File: config.mk
export PLATFORM = sky130hd
export DESIGN_NAME = multidrop_poll_status_regs
export DESIGN_NICKNAME = d
export VERILOG_FILES = /design/src/logic/poll_pkg.sv /design/src/logic/multidrop_poll_status_regs.sv /design/src/logic/poll_tick_divider.sv
export VERILOG_INCLUDE_DIRS = /design/src /design/src/logic
export SDC_FILE = /design/constraint.sdc
export NUM_CORES = 1
export LEC_CHECK = 0
export BUFFER_PORTS_ARGS = -buffer_cell sky130_fd_sc_hd__buf_4
export CORE_ASPECT_RATIO = 1.5
export CORE_MARGIN = 1
export CORE_UTILIZATION = 55
export DETAILED_ROUTE_END_ITERATION = 6
export PLACE_DENSITY = 0.73
export SLEW_MARGIN = 25
export SYNTH_ARGS = -nofsm -noshare
export SYNTH_HDL_FRONTEND = slang
export SYNTH_HIERARCHICAL = 1
export SYNTH_SLANG_ARGS = --single-unit
export TNS_END_PERCENT = 10
File: constraint.sdc
create_clock -name sys_clk_in -period 5.6 [get_ports sys_clk_in]
set_input_delay 0 -clock sys_clk_in [delete_from_list [all_inputs] [get_ports sys_clk_in]]
set_output_delay 0 -clock sys_clk_in [all_outputs]
set_load 0.1 [all_outputs]
File: src/logic/poll_defs.svh
// Named offsets, reset values and timing figures of the polling status registers.
// Assumes inclusion by bare name from the package and the top module.
`ifndef POLL_DEFS_SVH
`define POLL_DEFS_SVH

// ----------------------------------------------------------------------------
// Register byte offsets
// ----------------------------------------------------------------------------
`define OFF_ENROL 8'h00
`define OFF_PRESENCE 8'h04
`define OFF_INTERVAL 8'h08
`define OFF_FAULT 8'h0C
`define OFF_BAUD 8'h10
`define OFF_IRQ_STAT 8'h14
`define OFF_IRQ_MASK 8'h18

// ----------------------------------------------------------------------------
// Reset values and field positions
// ----------------------------------------------------------------------------
`define BAUD_DIV_RST 16'h00D9
`define STATION_FIRST 4'h1
`define STATION_LAST 4'hF
`define STATION_NONE 4'h0
`define IRQ_BIT_ONLINE 0
`define IRQ_BIT_OFFLINE 1
`define IRQ_BIT_FAULT 2
`define IRQ_BIT_SCAN 3
`define IRQ_W 4

// ----------------------------------------------------------------------------
// Timing
// ----------------------------------------------------------------------------
`define CLK_HZ 25000000
`define MS_PER_S 1000
`define MS_CYCLES (`CLK_HZ / `MS_PER_S)
`define PROBE_TIMEOUT_MS 5'h1E
`define PERIOD_UNIT_MS 4'hA

`endif

File: src/logic/poll_pkg.sv
// Types shared by the polling status register block and its tick divider.
// Assumes the constants header is on the include path.
`include "poll_defs.svh"

package poll_pkg;

    // ------------------------------------------------------------------------
    // Scan engine states
    // ------------------------------------------------------------------------
    typedef enum logic [1:0] {
        ST_SELECT = 2'h0,
        ST_ISSUE = 2'h1,
        ST_WAIT = 2'h3,
        ST_CLOSE = 2'h2
    } scan_state_e;

    // ------------------------------------------------------------------------
    // Link exchange carriers
    // ------------------------------------------------------------------------
    typedef struct packed {
        logic req;
        logic probe;
        logic abort;
        logic [3:0] station;
    } xfer_cmd_s;

    typedef struct packed {
        logic done;
        logic ok;
    } xfer_rsp_s;

    // ------------------------------------------------------------------------
    // Module state
    // ------------------------------------------------------------------------
    typedef struct packed {
        logic [19:0] count;
        logic tick;
    } tick_state_s;

    typedef struct packed {
        scan_state_e st;
        logic [3:0] idx;
        logic probe_phase;
        logic [3:0] probe_ptr;
        logic [15:0] enrol;
        logic [15:0] online;
        logic [15:0] miss;
        logic [15:0] fault_acc;
        logic [15:0] fault;
        logic [15:0] interval;
        logic [15:0] units;
        logic [3:0] ms_in;
        logic [4:0] wait_ms;
        logic load_pend;
        logic [15:0] baud;
        logic [`IRQ_W-1:0] irq_stat;
        logic [`IRQ_W-1:0] irq_mask;
        logic irq;
        logic pready;
        logic pslverr;
        logic [31:0] prdata;
        xfer_cmd_s xfer;
    } poll_state_s;

endpackage : poll_pkg

File: src/logic/multidrop_poll_status_regs.sv
// Polling master status and control registers for a multi-drop serial line.
// Assumes an APB master on the same clock and link logic that answers each
// exchange request with a done pulse, all on sys_clk_in.
//
// Functional notes
// - Enrolment bit n is station n; bit0 zero.
// - Load enrolment from stored configuration at start.
// - Software adds/removes stations; scan follows live.
// - Presence shows online enrolled stations only.
// - Online only while exchanges complete normally; the code keeps a station online through its first failed exchange.
// - Keep poll period in 10 ms units.
// - Fault bit stands exactly one scan period.
// - Master and slaves share one baud rate.
// - Probe enrolled stations in ascending order.
// - Probe answer waits at most 30 ms.
// - Probe one offline station per scan cycle.
// - First miss retried next cycle; second offline.
`timescale 1ns/100ps
`include "poll_defs.svh"

module multidrop_poll_status_regs #(
    parameter int MS_CYCLES = `MS_CYCLES
) (
    input wire logic sys_clk_in,
    input wire logic srst_in,
    input wire logic psel,
    input wire logic penable,
    input wire logic pwrite,
    input wire logic [7:0] paddr,
    input wire logic [31:0] pwdata,
    output logic [31:0] prdata,
    output logic pready,
    output logic pslverr,
    input wire logic cfg_load_in,
    input wire logic [15:0] cfg_mask_in,
    input poll_pkg::xfer_rsp_s xfer_rsp_in,
    output poll_pkg::xfer_cmd_s xfer_cmd_out,
    output logic [15:0] baud_div_out,
    output logic irq_out
);

    // ------------------------------------------------------------------------
    // Millisecond enable
    // ------------------------------------------------------------------------
    logic ms_tick;

    poll_tick_divider #(
        .DIV(MS_CYCLES)
    ) u_ms_tick (
        .sys_clk_in(sys_clk_in),
        .srst_in(srst_in),
        .tick_out(ms_tick)
    );

    // ------------------------------------------------------------------------
    // Probe candidate search
    // ------------------------------------------------------------------------
    // Returns found flag and the first candidate station after ptr, wrapping.
    function automatic logic [4:0] find_probe(input logic [15:0] cand, input logic [3:0] ptr);
        logic [4:0] r;
        logic [4:0] s;
        r = 5'h00;
        for (int k = 15; k >= 1; k--) begin
            s = 5'(ptr) + 5'(k);
            if (s > 5'h0F) begin
                s = s - 5'h0F;
            end
            if (cand[s[3:0]]) begin
                r = {1'b1, s[3:0]};
            end
        end
        return r;
    endfunction : find_probe

    // ------------------------------------------------------------------------
    // State
    // ------------------------------------------------------------------------
    poll_pkg::poll_state_s q;
    poll_pkg::poll_state_s d;

    logic [`IRQ_W-1:0] ev;
    logic [`IRQ_W-1:0] w1c;
    logic [31:0] rdata;
    logic mapped;
    logic wr_done;
    logic scan_end;
    logic [4:0] cand;
    logic [15:0] presence;
    logic [3:0] cur;

    // ------------------------------------------------------------------------
    // Next state
    // ------------------------------------------------------------------------
    always_comb begin
        d = q;
        ev = '0;
        w1c = '0;
        rdata = 32'h00000000;
        mapped = 1'b0;
        wr_done = 1'b0;
        scan_end = 1'b0;
        cur = q.xfer.station;
        presence = q.online & q.enrol & 16'hFFFE;
        cand = find_probe(q.enrol & ~q.online & 16'hFFFE, q.probe_ptr);
        d.xfer.req = 1'b0;
        d.xfer.abort = 1'b0;

        // --------------------------------------------------------------------
        // Period measurement in 10 ms units.
        // --------------------------------------------------------------------
        if (ms_tick) begin
            if (q.ms_in == `PERIOD_UNIT_MS - 4'h1) begin
                d.ms_in = 4'h0;
                if (q.units != 16'hFFFF) begin
                    d.units = q.units + 16'h0001;
                end
            end else begin
                d.ms_in = q.ms_in + 4'h1;
            end
        end

        // --------------------------------------------------------------------
        // Scan engine.
        // --------------------------------------------------------------------
        case (q.st)
            poll_pkg::ST_SELECT: begin
                if (!q.probe_phase) begin
                    if (q.enrol[q.idx] && q.online[q.idx]) begin
                        d.xfer.station = q.idx;
                        d.xfer.probe = 1'b0;
                        d.st = poll_pkg::ST_ISSUE;
                    end else if (q.idx == `STATION_LAST) begin
                        d.probe_phase = 1'b1;
                    end else begin
                        d.idx = q.idx + 4'h1;
                    end
                end else begin
                    if (cand[4]) begin
                        d.xfer.station = cand[3:0];
                        d.xfer.probe = 1'b1;
                        d.probe_ptr = cand[3:0];
                        d.st = poll_pkg::ST_ISSUE;
                    end else begin
                        scan_end = 1'b1;
                    end
                end
            end
            poll_pkg::ST_ISSUE: begin
                d.xfer.req = 1'b1;
                d.wait_ms = 5'h00;
                d.st = poll_pkg::ST_WAIT;
            end
            poll_pkg::ST_WAIT: begin
                if (ms_tick) begin
                    d.wait_ms = q.wait_ms + 5'h01;
                end
                if (xfer_rsp_in.done && xfer_rsp_in.ok) begin
                    d.online[cur] = 1'b1;
                    d.miss[cur] = 1'b0;
                    if (q.xfer.probe) begin
                        ev[`IRQ_BIT_ONLINE] = 1'b1;
                    end
                    d.st = poll_pkg::ST_CLOSE;
                end else if (xfer_rsp_in.done ||
                             (ms_tick && q.wait_ms == `PROBE_TIMEOUT_MS - 5'h01)) begin
                    d.xfer.abort = !xfer_rsp_in.done;
                    d.fault_acc[cur] = 1'b1;
                    ev[`IRQ_BIT_FAULT] = 1'b1;
                    if (!q.xfer.probe) begin
                        if (q.miss[cur]) begin
                            d.online[cur] = 1'b0;
                            d.miss[cur] = 1'b0;
                            ev[`IRQ_BIT_OFFLINE] = 1'b1;
                        end else begin
                            d.miss[cur] = 1'b1;
                        end
                    end
                    d.st = poll_pkg::ST_CLOSE;
                end
            end
            poll_pkg::ST_CLOSE: begin
                d.st = poll_pkg::ST_SELECT;
                if (q.xfer.probe) begin
                    scan_end = 1'b1;
                end else if (q.idx == `STATION_LAST) begin
                    d.probe_phase = 1'b1;
                end else begin
                    d.idx = q.idx + 4'h1;
                end
            end
            default: begin
                d.st = poll_pkg::ST_SELECT;
            end
        endcase

        // --------------------------------------------------------------------
        // End of one scan: publish faults and the measured period.
        // --------------------------------------------------------------------
        if (scan_end) begin
            d.fault = q.fault_acc & 16'hFFFE;
            d.fault_acc = 16'h0000;
            d.interval = q.units;
            d.units = 16'h0000;
            d.ms_in = 4'h0;
            d.idx = `STATION_FIRST;
            d.probe_phase = 1'b0;
            ev[`IRQ_BIT_SCAN] = 1'b1;
        end

        // --------------------------------------------------------------------
        // APB read mux.
        // --------------------------------------------------------------------
        case (paddr)
            `OFF_ENROL: begin
                rdata = {16'h0000, q.enrol & 16'hFFFE};
                mapped = 1'b1;
            end
            `OFF_PRESENCE: begin
                rdata = {16'h0000, presence};
                mapped = 1'b1;
            end
            `OFF_INTERVAL: begin
                rdata = {16'h0000, q.interval};
                mapped = 1'b1;
            end
            `OFF_FAULT: begin
                rdata = {16'h0000, q.fault};
                mapped = 1'b1;
            end
            `OFF_BAUD: begin
                rdata = {16'h0000, q.baud};
                mapped = 1'b1;
            end
            `OFF_IRQ_STAT: begin
                rdata = {28'h0000000, q.irq_stat};
                mapped = 1'b1;
            end
            `OFF_IRQ_MASK: begin
                rdata = {28'h0000000, q.irq_mask};
                mapped = 1'b1;
            end
            default: begin
                rdata = 32'h00000000;
                mapped = 1'b0;
            end
        endcase

        // --------------------------------------------------------------------
        // APB handshake: one wait state, write takes effect at completion.
        // --------------------------------------------------------------------
        d.pready = 1'b0;
        if (psel && penable && !q.pready) begin
            d.pready = 1'b1;
            d.pslverr = !mapped;
            d.prdata = pwrite ? 32'h00000000 : rdata;
        end
        if (psel && penable && q.pready) begin
            d.pslverr = 1'b0;
            wr_done = pwrite && mapped;
        end
        if (wr_done) begin
            case (paddr)
                `OFF_ENROL: begin
                    d.enrol = pwdata[15:0] & 16'hFFFE;
                end
                `OFF_BAUD: begin
                    d.baud = pwdata[15:0];
                end
                `OFF_IRQ_STAT: begin
                    w1c = pwdata[`IRQ_W-1:0];
                end
                `OFF_IRQ_MASK: begin
                    d.irq_mask = pwdata[`IRQ_W-1:0];
                end
                `OFF_PRESENCE: begin
                    w1c = '0;
                end
                `OFF_INTERVAL: begin
                    w1c = '0;
                end
                `OFF_FAULT: begin
                    w1c = '0;
                end
                default: begin
                    w1c = '0;
                end
            endcase
        end

        // --------------------------------------------------------------------
        // Stored connection configuration reload, also once after reset.
        // --------------------------------------------------------------------
        if (q.load_pend || cfg_load_in) begin
            d.enrol = cfg_mask_in & 16'hFFFE;
            d.online = 16'h0000;
            d.miss = 16'h0000;
            d.fault_acc = 16'h0000;
            d.probe_ptr = `STATION_NONE;
            d.idx = `STATION_FIRST;
            d.probe_phase = 1'b0;
            d.load_pend = 1'b0;
        end

        // --------------------------------------------------------------------
        // Removed stations drop out of the online set at once.
        // --------------------------------------------------------------------
        d.online = d.online & d.enrol;
        d.miss = d.miss & d.enrol;

        // --------------------------------------------------------------------
        // Sticky status, set wins over clear.
        // --------------------------------------------------------------------
        d.irq_stat = (q.irq_stat & ~w1c) | ev;
        d.irq = |(d.irq_stat & d.irq_mask);
    end

    // ------------------------------------------------------------------------
    // Registers
    // ------------------------------------------------------------------------
    always_ff @(posedge sys_clk_in) begin
        if (srst_in) begin
            q <= '0;
            q.idx <= `STATION_FIRST;
            q.load_pend <= 1'b1;
            q.baud <= `BAUD_DIV_RST;
        end else begin
            q <= d;
        end
    end

    // ------------------------------------------------------------------------
    // Outputs
    // ------------------------------------------------------------------------
    assign prdata = q.prdata;
    assign pready = q.pready;
    assign pslverr = q.pslverr;
    assign xfer_cmd_out = q.xfer;
    assign baud_div_out = q.baud;
    assign irq_out = q.irq;

endmodule : multidrop_poll_status_regs

File: src/logic/poll_tick_divider.sv
// One-cycle enable pulse every DIV clock cycles.
// Assumes a single clock and a synchronous active-high reset.
`timescale 1ns/100ps

module poll_tick_divider #(
    parameter int DIV = 25000
) (
    input wire logic sys_clk_in,
    input wire logic srst_in,
    output logic tick_out
);

    // ------------------------------------------------------------------------
    // State
    // ------------------------------------------------------------------------
    poll_pkg::tick_state_s q;
    poll_pkg::tick_state_s d;

    always_comb begin
        d = q;
        d.tick = 1'b0;
        if (q.count == 20'(DIV - 1)) begin
            d.count = 20'h00000;
            d.tick = 1'b1;
        end else begin
            d.count = q.count + 20'h00001;
        end
    end

    always_ff @(posedge sys_clk_in) begin
        if (srst_in) begin
            q <= '0;
        end else begin
            q <= d;
        end
    end

    assign tick_out = q.tick;

endmodule : poll_tick_divider

; ---- Word-level counts from Yosys, hierarchy flattened
; Index checks and enable logic that the tools add are counted.
[totals]
elab_cells = 297
ff_bits = 219
input_bits = 64
output_inout_bits = 58
[classes]
bitwise_logic = 18
n_reduce_logical = 35
magnitude_cmp = 33
eq_ne = 23
add_sub_neg = 35
mux = 126
[ops]
columns = operator, count
row1 = 16-bit two-way mux, 7
row2 = 16-bit case mux with 7 select lines, 1
row3 = 16-bit AND, 6
row4 = 32-bit two-way mux, 3
row5 = 4-bit two-way mux, 24
row6 = 48-bit two-way mux, 2
row7 = 5-bit two-way mux, 19
row8 = "4-bit by 5-bit less-than comparator with 1-bit output, second input constant", 17
row9 = "5-bit by 4-bit > comparator with 1-bit output, second input constant", 15
row10 = 1-bit binary-select mux with 4-bit select, 18
row11 = 68-bit two-way mux, 1
row12 = 64-bit two-way mux, 1
row13 = "4-bit subtractor, second input constant", 15
row14 = 16-bit bitwise OR, 3
row15 = "4-bit by 4-bit adder with 5-bit output, second input constant", 8
row16 = 1-bit two-way mux, 35
row17 = 34-bit two-way mux, 1
row18 = 16-bit inverter, 2
row19 = "8-bit by 5-bit equality test with 1-bit output, second input constant", 3
row20 = "20-bit by 1-bit adder with 20-bit output, second input constant", 1
row21 = "4-bit by 3-bit adder with 5-bit output, second input constant", 4
row22 = "20-bit by 15-bit equality test with 1-bit output, second input constant", 1
row23 = 20-bit two-way mux, 1
row24 = 5-bit case mux with 2 select lines, 2
row25 = 38 further kinds, 80

; ---- Depth between registers and ports, before layout
; Gate-level depths: netlist (run 1).
[logic_depth]
word_depth = 27
mapped_depth = 25
mapped_depth_nobuf = 13

; ---- Cells and area by module
; The synthesis (run 1) kept the hierarchy.
[by_module_without_submodules]
columns = module, n_inst, area_each_um2, seq_area_each_um2, cells_per_inst
row1 = multidrop_poll_status_regs, 1, 15960.3, 3623.5, 2083
row2 = poll_tick_divider, 1, 967.2, 420.4, 105

; ---- Least setup slack after synthesis (run 1)
; Ideal clock, no wire load.
[synth_path]
path_kind = reg-to-reg
startpoint = reg q[188] (netlist bit)
endpoint = reg q[131] (netlist bit)
period_less_slack_ns = 4.812
setup_time_ns = 0.118
arrival_time_ns = 4.694
path_stages_with_launch = 22
t_required_ns = 5.482
n_path_buf = 9
slack_ns = 0.788
cell_sequence = dfxtp_1 -> buf_4 -> inv_2 -> buf_4 -> buf_6 -> buf_2 -> ha_1 -> buf_2 -> or4b_4 -> o211ai_4 -> mux4_2 -> mux2_2 -> mux2i_2 -> nand4_1 -> and4b_1 -> buf_6 -> a41o_1 -> buf_6 -> nand2b_4 -> buf_6 -> buf_12 -> nor2_4
[synth_between]
elab_chain_len = 24
elab_cells_between_ends = 109
classes_between = add/sub (30) / order compare (15) / mux (63) / reduce/logical (1)
[synth_lines]
columns = item, line
row1 = from (decl), multidrop_poll_status_regs.sv:78  ; poll_pkg::poll_state_s q;
row2 = 4-bit by 4-bit adder with 5-bit output, multidrop_poll_status_regs.sv:64  ; s = 5'(ptr) + 5'(k);
row3 = 4-bit subtractor / 5-bit by 4-bit > comparator with 1-bit output (equally long branches), "multidrop_poll_status_regs.sv:66, multidrop_poll_status_regs.sv:65"
row4 = 4-bit two-way mux, multidrop_poll_status_regs.sv:65  ; if (s > 5'h0F) begin
row5 = 1-bit binary-select mux with 4-bit select, multidrop_poll_status_regs.sv:68  ; if (cand[s[3:0]]) begin
row6 = 1-bit two-way mux (implied by the code), multidrop_poll_status_regs.sv:68
row7 = 5-bit two-way mux (14 in series), multidrop_poll_status_regs.sv:68
row8 = 5-bit two-way mux (*), multidrop_poll_status_regs.sv:68
row9 = 1-bit two-way mux (*), multidrop_poll_status_regs.sv:138  ; if (cand[4]) begin
row10 = 1-bit two-way mux (*), multidrop_poll_status_regs.sv:127  ; if (!q.probe_phase) begin
row11 = 1-bit case mux with 2 select lines (*), multidrop_poll_status_regs.sv:125  ; case (q.st)
row12 = 3-bit OR reduction (no source line) (*), --
; Mark *: on every way between the ends. The rest lies on a longest branch, timed or not. The select of a mux whose other input is x is not followed.
; A chain may end at the register's enable or synchronous reset.

; ---- Worst setup path in the final report (run 1)
[layout_path]
startpoint = reg q[188] (netlist bit)
endpoint = reg q[119] (netlist bit)
[layout_between]
elab_chain_len = 23
elab_cells_between_ends = 108
classes_between = add/sub (30) / order compare (15) / mux (63)
[layout_lines]
columns = item, line
row1 = 4-bit by 4-bit adder with 5-bit output, multidrop_poll_status_regs.sv:64
row2 = 4-bit subtractor / 5-bit by 4-bit > comparator with 1-bit output (equally long branches), "multidrop_poll_status_regs.sv:66, multidrop_poll_status_regs.sv:65"
row3 = 4-bit two-way mux, multidrop_poll_status_regs.sv:65
row4 = 1-bit binary-select mux with 4-bit select, multidrop_poll_status_regs.sv:68
row5 = 1-bit two-way mux (implied by the code), multidrop_poll_status_regs.sv:68
row6 = 5-bit two-way mux (14 in series), multidrop_poll_status_regs.sv:68
row7 = 5-bit two-way mux (*), multidrop_poll_status_regs.sv:68
row8 = 1-bit two-way mux (*), multidrop_poll_status_regs.sv:138
row9 = 1-bit two-way mux (*), multidrop_poll_status_regs.sv:127
row10 = 1-bit case mux with 2 select lines (*), multidrop_poll_status_regs.sv:125
; Marks and branches as above.

==> flow_summary.json, run 1 <==
{
  "io_buffers": 88,
  "first_global_vias": 17900,
  "drtIter0Drc": 2177,
  "numCtsBuffers": 17,
  "finish.instance_area_um2": 18600,
  "clock_path_buffers": 3,
  "tightest_slew_ns": 1.09,
  "hold_viol_final": 0,
  "vias_per_cell": 7.05,
  "drtAntennaViolNets": 0,
  "min-delay-start": "penable",
  "drc": 0,
  "hold_slack_ns": 0.204,
  "syn2layout_area_growth_pct": 9.65,
  "cts_sinks": 202,
  "ys_ff_latch": 202,
  "fin_tns_setup_ns": 0,
  "root_buffer": "clkbuf_16",
  "insertion_delay_ns": 0.50,
  "htreeDepth": 1,
  "grt_pass1_wl_um": 111000,
  "max_freq_ghz": 0.188,
  "max_stage_delay_ns": 0.65,
  "status": "finished, final reports clean",
  "synthFlopType": "dfxtp_1",
  "io_pins": 122,
  "num_rows": 78,
  "worstSetupPathType": "reg -> reg",
  "cp.required_ns": 5.95,
  "cts_tree": "yes",
  "powerDensity_nw_per_um2": 173,
  "hp-class": "in -> reg",
  "startpoint": "q[188]",
  "wl_per_cell_um": 28.1,
  "ys_seq_area_frac": 0.239,
  "clock_skew_ns": 0.0268,
  "synth_cells": 2188,
  "die_area_um2": 31500,
  "layout-drive-gt1-share": 0.141,
  "final_cell_mix": "nor2_1, nand2_1, dfxtp_1",
  "finalCriticalPeriod_ns": 5.33,
  "path_clk_slew_ns": 0.07,
  "cp_top_family": "compound AO/OA/AOI/OAI gates",
  "place_area_um2": 17600,
  "reg2reg_from": "q[188]",
  "synthArstFlopShare": 0,
  "drv_cap": 0,
  "grt_util_all_layers": 0.462,
  "cts_setup_buffers": 0,
  "start_util": 0.560,
  "via_count": 18500,
  "slew_violations": 0,
  "cp.buffers_inverters": 4,
  "cts.repair.resized": 0,
  "antenna_found_initial": 7,
  "netlist_area_um2": 16900,
  "cp_cell_sequence": "inv_2 -> ha_2 -> buf_4 -> or2_1 -> buf_4 -> nor4_1 -> mux2i_1 -> o211a_1 -> a31oi_1 -> a221oi_1 -> nand4_1 -> and4b_1 -> a41o_2 -> buf_12 -> mux2i_1 -> nor2_1",
  "dp_hpwl_um": 52500,
  "cp_max_fo": 30,
  "drt-total-wl_um": 73900,
  "grt_max_degree": 69,
  "final_common_cell": "nor2_1",
  "die_h_um": 217,
  "rsz0062_at_grt": "false",
  "cp-start-kind": "register",
  "die_w_um": 145,
  "p_leak_nw": 6.93,
  "yosys_warnings": 6,
  "avgSynthCellArea_um2": 7.74,
  "dr.pass1.iters": 7,
  "max_slew_margin": 0.271,
  "synth_edf_count": 0,
  "core_um2": 30300,
  "netlist-cell-type-count": 123,
  "place.gp.congestion": 1.08,
  "finalCritPeriodShare": 0.952,
  "end_kind": "register",
  "final_nets": 2302,
  "finalSetupViolations": 0,
  "grt.overflow.total": 0,
  "cp.arrival_ns": 5.68,
  "irDropWorstVdd_v": 0.000290,
  "critical_path.slowest_cell": "ha_2"
}
## layer usage
layer	track usage	wire length (um)	part of all wire
met5	0	65	0.00088
met4	0.441	8380	0.11
met1	0.461	23500	0.32
met3	0.126	7400	0.10
met2	0.776	34600	0.47
## kinds of logic (layout without fill, tap and decap cells)
family                     Yosys count  in the layout  synth area share
other                                1             19          0.000222
DFF                                202            202             0.239
adders and majority gates           21             21            0.0155
and+or+nand+nor                    858            858             0.254
xor gates and xnor gates            66             66            0.0375
buffers and inverters              241            265            0.0807
AOI/OAI and AO/OA                  658            658             0.277
muxes                              141            141            0.0962
## worst register-to-register path, delay by kind of cell (launching register included)
kind                     cells  cell delay [ns]
adder cells (fa/ha/maj)      1             0.65
buffers and inverters        4             0.95
flip-flops                   1             0.57
AND/OR/NAND/NOR              5             1.10
AO/OA/AOI/OAI                4             1.46
multiplexers                 2             0.47
## state kept, by name, indices dropped and copies added, names as in the netlist
name / count
pready: 1
u_ms_tick/tick_out: 1
cur: 4
baud_div_out: 16
irq_out: 1
pslverr: 1
xfer_cmd_out: 3
u_ms_tick/q: 20
prdata: 16
q: 139
## worst paths after layout
check,endpoint,slack [ns],cells past startpoint
max,q[119],0.27,16
min,pready,0.20,4
max reg2reg,q[119],0.27,16
min reg2reg,q[125],0.47,2
## per-stage QoR
step	worst slack (ns)	utilization	instances	power, W
6_report	0.269	0.613	2630	0.00320
5_1_grt	0.0672	0.613	2627	0.00327
4_1_cts	0.432	0.613	2627	0.00317
3_5_place_dp	0.449	0.581	2556	0.00195
3_3_place_gp	0.555	0.580	2556	0.00195
2_1_floorplan	0.788	-	2203	0.00177
## what timing repair did
| item | in CTS | in global routing |
|---|---|---|
| setup endpoints to repair | 0 | 0 |
| hold buffers | 42 | 0 |
| hold endpoints to repair | 68 | 0 |
## Yosys cell counts, types with 13 or more instances
cell	instances	share of area
and2_1	22	0.0081
nor3b_1	18	0.0080
a222oi_1	13	0.0077
clkbuf_1	85	0.019
nor2b_1	38	0.014
nand3_1	84	0.025
nor3_1	61	0.018
o211ai_1	23	0.010
nor2_1	235	0.052
nand4_1	20	0.0074
a211oi_1	41	0.018
a221oi_1	18	0.0093
a31oi_1	20	0.0074
mux4_2	16	0.021
and3_1	22	0.0081
xnor2_1	44	0.023
a21oi_1	155	0.046
a22oi_1	13	0.0058
xor2_1	16	0.0083
inv_1	18	0.0040
ha_1	21	0.016
o21ai_0	112	0.033
buf_6	20	0.013
nor4_1	20	0.0074
a21o_1	31	0.014
buf_4	66	0.029
o22ai_1	16	0.0059
dfxtp_1	202	0.24
o31ai_1	13	0.0058
nand2b_1	32	0.012
mux2i_1	117	0.069
nand2_1	222	0.049
a2111oi_0	13	0.0067
buf_2	38	0.011
## report_power, final
part	switching (W)	internal, W
clock	0.000542	0.000688
combinational	0.000341	0.000164
sequential	0.0000240	0.00145
total	0.000906	0.00230
## layout make-up
| type | count | area, um^2 |
|---|---|---|
| diodes | 3 | 7.51 |
| clock buffers | 26 | 519 |
| repair buffers | 211 | 1740 |
| well taps | 400 | 500 |
| multi-input cells | 1760 | 11600 |
| inverters | 25 | 93.8 |
| clock inverters | 3 | 43.8 |
| flip-flops and latches | 202 | 4050 |
| fillers | 2752 | 11700 |
No activity file was read; power rests on OpenSTA's default activity.
==> run 2: changes to the inputs <==
CORE_UTILIZATION = 53   (was 55)
PLACE_DENSITY = 0.71   (was 0.73)
SYNTH_HIERARCHICAL = not set   (was 1)
clock period = 5.9 ns   (was 5.6 ns; I/O delays follow)
==> run 2 against run 1 <==
Core utilization down 0.47 points. Cell count down 2.6%. Sequential share of layout area grew 0.76 points. Sequential power fell by 5%. Register-to-register slack worse by 0.03 ns. First-iteration DRC count shrank 29%. Non-clock buffer count up 25. Clock power increased by 3%. Largest power group unchanged. Worst hold slack lost 0.13 ns. Flip-flop and latch count unchanged. Area after synthesis is 6.1% lower. Power fell by 2.5%.
==> flow_summary.json, run 2 <==
{
  "slew_violations": 0,
  "clock_skew_ns": 0.0153,
  "netlist-cell-type-count": 99,
  "grt.overflow.total": 0,
  "max_slew_margin": 0.224,
  "cp_max_fo": 20,
  "met2WireLength_um": 31200,
  "insertion_delay_ns": 0.51,
  "ys_ff_latch": 202,
  "cts_sinks": 202,
  "p_sw_frac": 0.283,
  "syn2layout_area_growth_pct": 12.9,
  "root_buffer": "clkbuf_16",
  "finalSetupViolations": 0,
  "grt_max_degree": 73,
  "dr.pass1.iters": 6,
  "p_leak_nw": 6.83,
  "cp.arrival_ns": 6.09,
  "p_clk_frac": 0.406,
  "tightest_slew_ns": 1.16,
  "final_cell_mix": "nor2_1, nand2_1, dfxtp_1",
  "drt-total-wl_um": 69000,
  "fin_tns_setup_ns": 0,
  "synth_area_leader_cell": "dfxtp_1",
  "wl_met3_um": 6610,
  "antenna_found_initial": 4,
  "cts_tree": "yes",
  "drtIter0Drc": 1554,
  "hold_slack_ns": 0.0737,
  "numCtsBuffers": 18,
  "dp_worst_setup_slack_ns": 0.598,
  "largest_register_ffs": 139,
  "finalCritPeriodShare": 0.959,
  "die_w_um": 143,
  "powerDensity_nw_per_um2": 174,
  "largest_register": "q",
  "first_global_vias": 17100,
  "irDropWorstVdd_v": 0.000310,
  "wl_per_cell_um": 26.9,
  "status": "finished, final reports clean",
  "ys_seq_area_frac": 0.254,
  "drc": 0,
  "power.internal_w": 0.00224,
  "yosys-top-cells-area": "dfxtp_1, mux2i_1, nor2_1",
  "hold_viol_final": 0,
  "dp_hpwl_um": 49900,
  "die_h_um": 214,
  "netlist_area_um2": 15900,
  "cp-start-kind": "register",
  "reg2reg_from": "q[189]",
  "synthFlopType": "dfxtp_1",
  "hp-class": "in -> reg",
  "via_count": 17500,
  "max_freq_ghz": 0.177,
  "p_total_w": 0.00312,
  "seqPwrFrac": 0.446,
  "cts_setup_buffers": 0,
  "drtAntennaViolNets": 0,
  "num_rows": 77,
  "p_sw_w": 0.000884,
  "synth_edf_count": 0,
  "startpoint": "q[189]",
  "path_clk_slew_ns": 0.07,
  "final_nets": 2238,
  "reg_top3": "q (139), u_ms_tick.q (20)",
  "synthArstFlopShare": 0,
  "top_layer_used": "met5",
  "layout_setup_ws_ns": 0.243,
  "io_buffers": 88,
  "synth_common_cells": "nor2_1, dfxtp_1, nand2_1",
  "drv_cap": 0,
  "yosys_warnings": 0,
  "rsz0062_at_grt": "false",
  "place_area_um2": 16900,
  "p_comb_frac": 0.148,
  "end_kind": "register",
  "worstSetupPathType": "reg -> reg",
  "synth_cells": 2095,
  "cp.required_ns": 6.33,
  "wl_met1_um": 22700,
  "start_util": 0.539,
  "place.gp.congestion": 1.07,
  "grt_pass1_wl_um": 104000,
  "grt_util_all_layers": 0.454,
  "die_area_um2": 30700,
  "finish.instance_area_um2": 17900,
  "layout-drive-gt1-share": 0.136,
  "finalCriticalPeriod_ns": 5.66,
  "yosysMostFrequentCell": "nor2_1",
  "vias_per_cell": 6.83,
  "final_common_cell": "nor2_1",
  "io_pins": 122,
  "htreeDepth": 1,
  "clock_path_buffers": 3,
  "core_um2": 29500,
  "yosysTopAreaCellShare": 0.254,
  "avgSynthCellArea_um2": 7.59,
  "min-delay-start": "paddr[4]"
}
## run 2: cell count changes after synthesis, moves of 10 or more
cell / before / now
nand2_1: 222 / 199
xor2_1: 16 / 34
a21o_1: 31 / 15
nor2_4: 10 / 0
clkbuf_1: 85 / 104
nor2_1: 235 / 265
buf_2: 38 / 23
a22oi_1: 13 / 23
a21oi_1: 155 / 134
buf_6: 20 / 9
and3_1: 22 / 12
a211oi_1: 41 / 53
## run 2: power groups by stage
| stage | Clock [W] | Combinational [W] | Sequential, W |
|---|---|---|---|
| floorplan | 0 | 0.000250 | 0.00142 |
| global placement | 0 | 0.000408 | 0.00142 |
| detailed placement | 0 | 0.000409 | 0.00142 |
| CTS | 0.00127 | 0.000433 | 0.00139 |
| global route | 0.00132 | 0.000475 | 0.00139 |
| finish | 0.00127 | 0.000464 | 0.00139 |
## run 2: area by class of cell
type	instances	area [um^2]
antenna	2	5.00
clock buffer	24	526
clock inverter	7	98.8
fill	2810	11500
inverter	30	113
multi-input combinational	1665	10700
sequential	202	4050
tap	395	494
timing repair buffer	236	1940
## run 2: path summary, 6_finish.rpt
| path | slack, ns | end | cells past startpoint |
|---|---|---|---|
| worst max-delay path | 0.24 | q[190] | 16 |
| worst min-delay path | 0.07 | q[45] | 5 |
| worst max register to register | 0.24 | q[190] | 16 |
| worst min register to register | 0.46 | u_ms_tick.q[1] | 1 |
## run 2: worst max-delay path: stages (launching register included)
cell	delay, ns
dfxtp_1	0.62
inv_1	0.12
ha_2	0.38
buf_12	0.19
nor2_1	0.71
buf_4	0.33
nand3_1	0.12
mux2_2	0.41
nor4_1	0.30
o32a_1	0.29
nor2_1	0.10
o221a_2	0.25
o21ai_0	0.82
a211oi_1	0.28
o211ai_1	0.35
nand4_1	0.14
a21oi_1	0.14
## run 2: cell families after synthesis
logic type / after synthesis / synth area share
mux: 151 / 0.112
other cells: 1 / 0.000236
compound gates: 584 / 0.252
buf+inv: 243 / 0.0778
simple gates: 822 / 0.247
flops: 202 / 0.254
xor+xnor: 71 / 0.0401
fa+ha+maj: 21 / 0.0165
## run 2: stage by stage
stage / util / cells
6_report: 0.609 / 2561
5_1_grt: 0.609 / 2559
4_1_cts: 0.608 / 2559
3_5_place_dp: 0.572 / 2484
3_3_place_gp: 0.572 / 2484
2_1_floorplan: - / 2110
## run 2: metal layers
layer	GRT usage	vias to the layer above
li1	-	7735
met1	0.466	8202
met2	0.716	1077
met3	0.134	474
met4	0.456	2
met5	0	-
## run 2: repair_timing
action / in CTS / in global routing
endpoints found under the hold margin: 78 / 0
setup endpoints to repair: 0 / 1
hold buffers: 44 / 0
resized for setup: 0 / 1
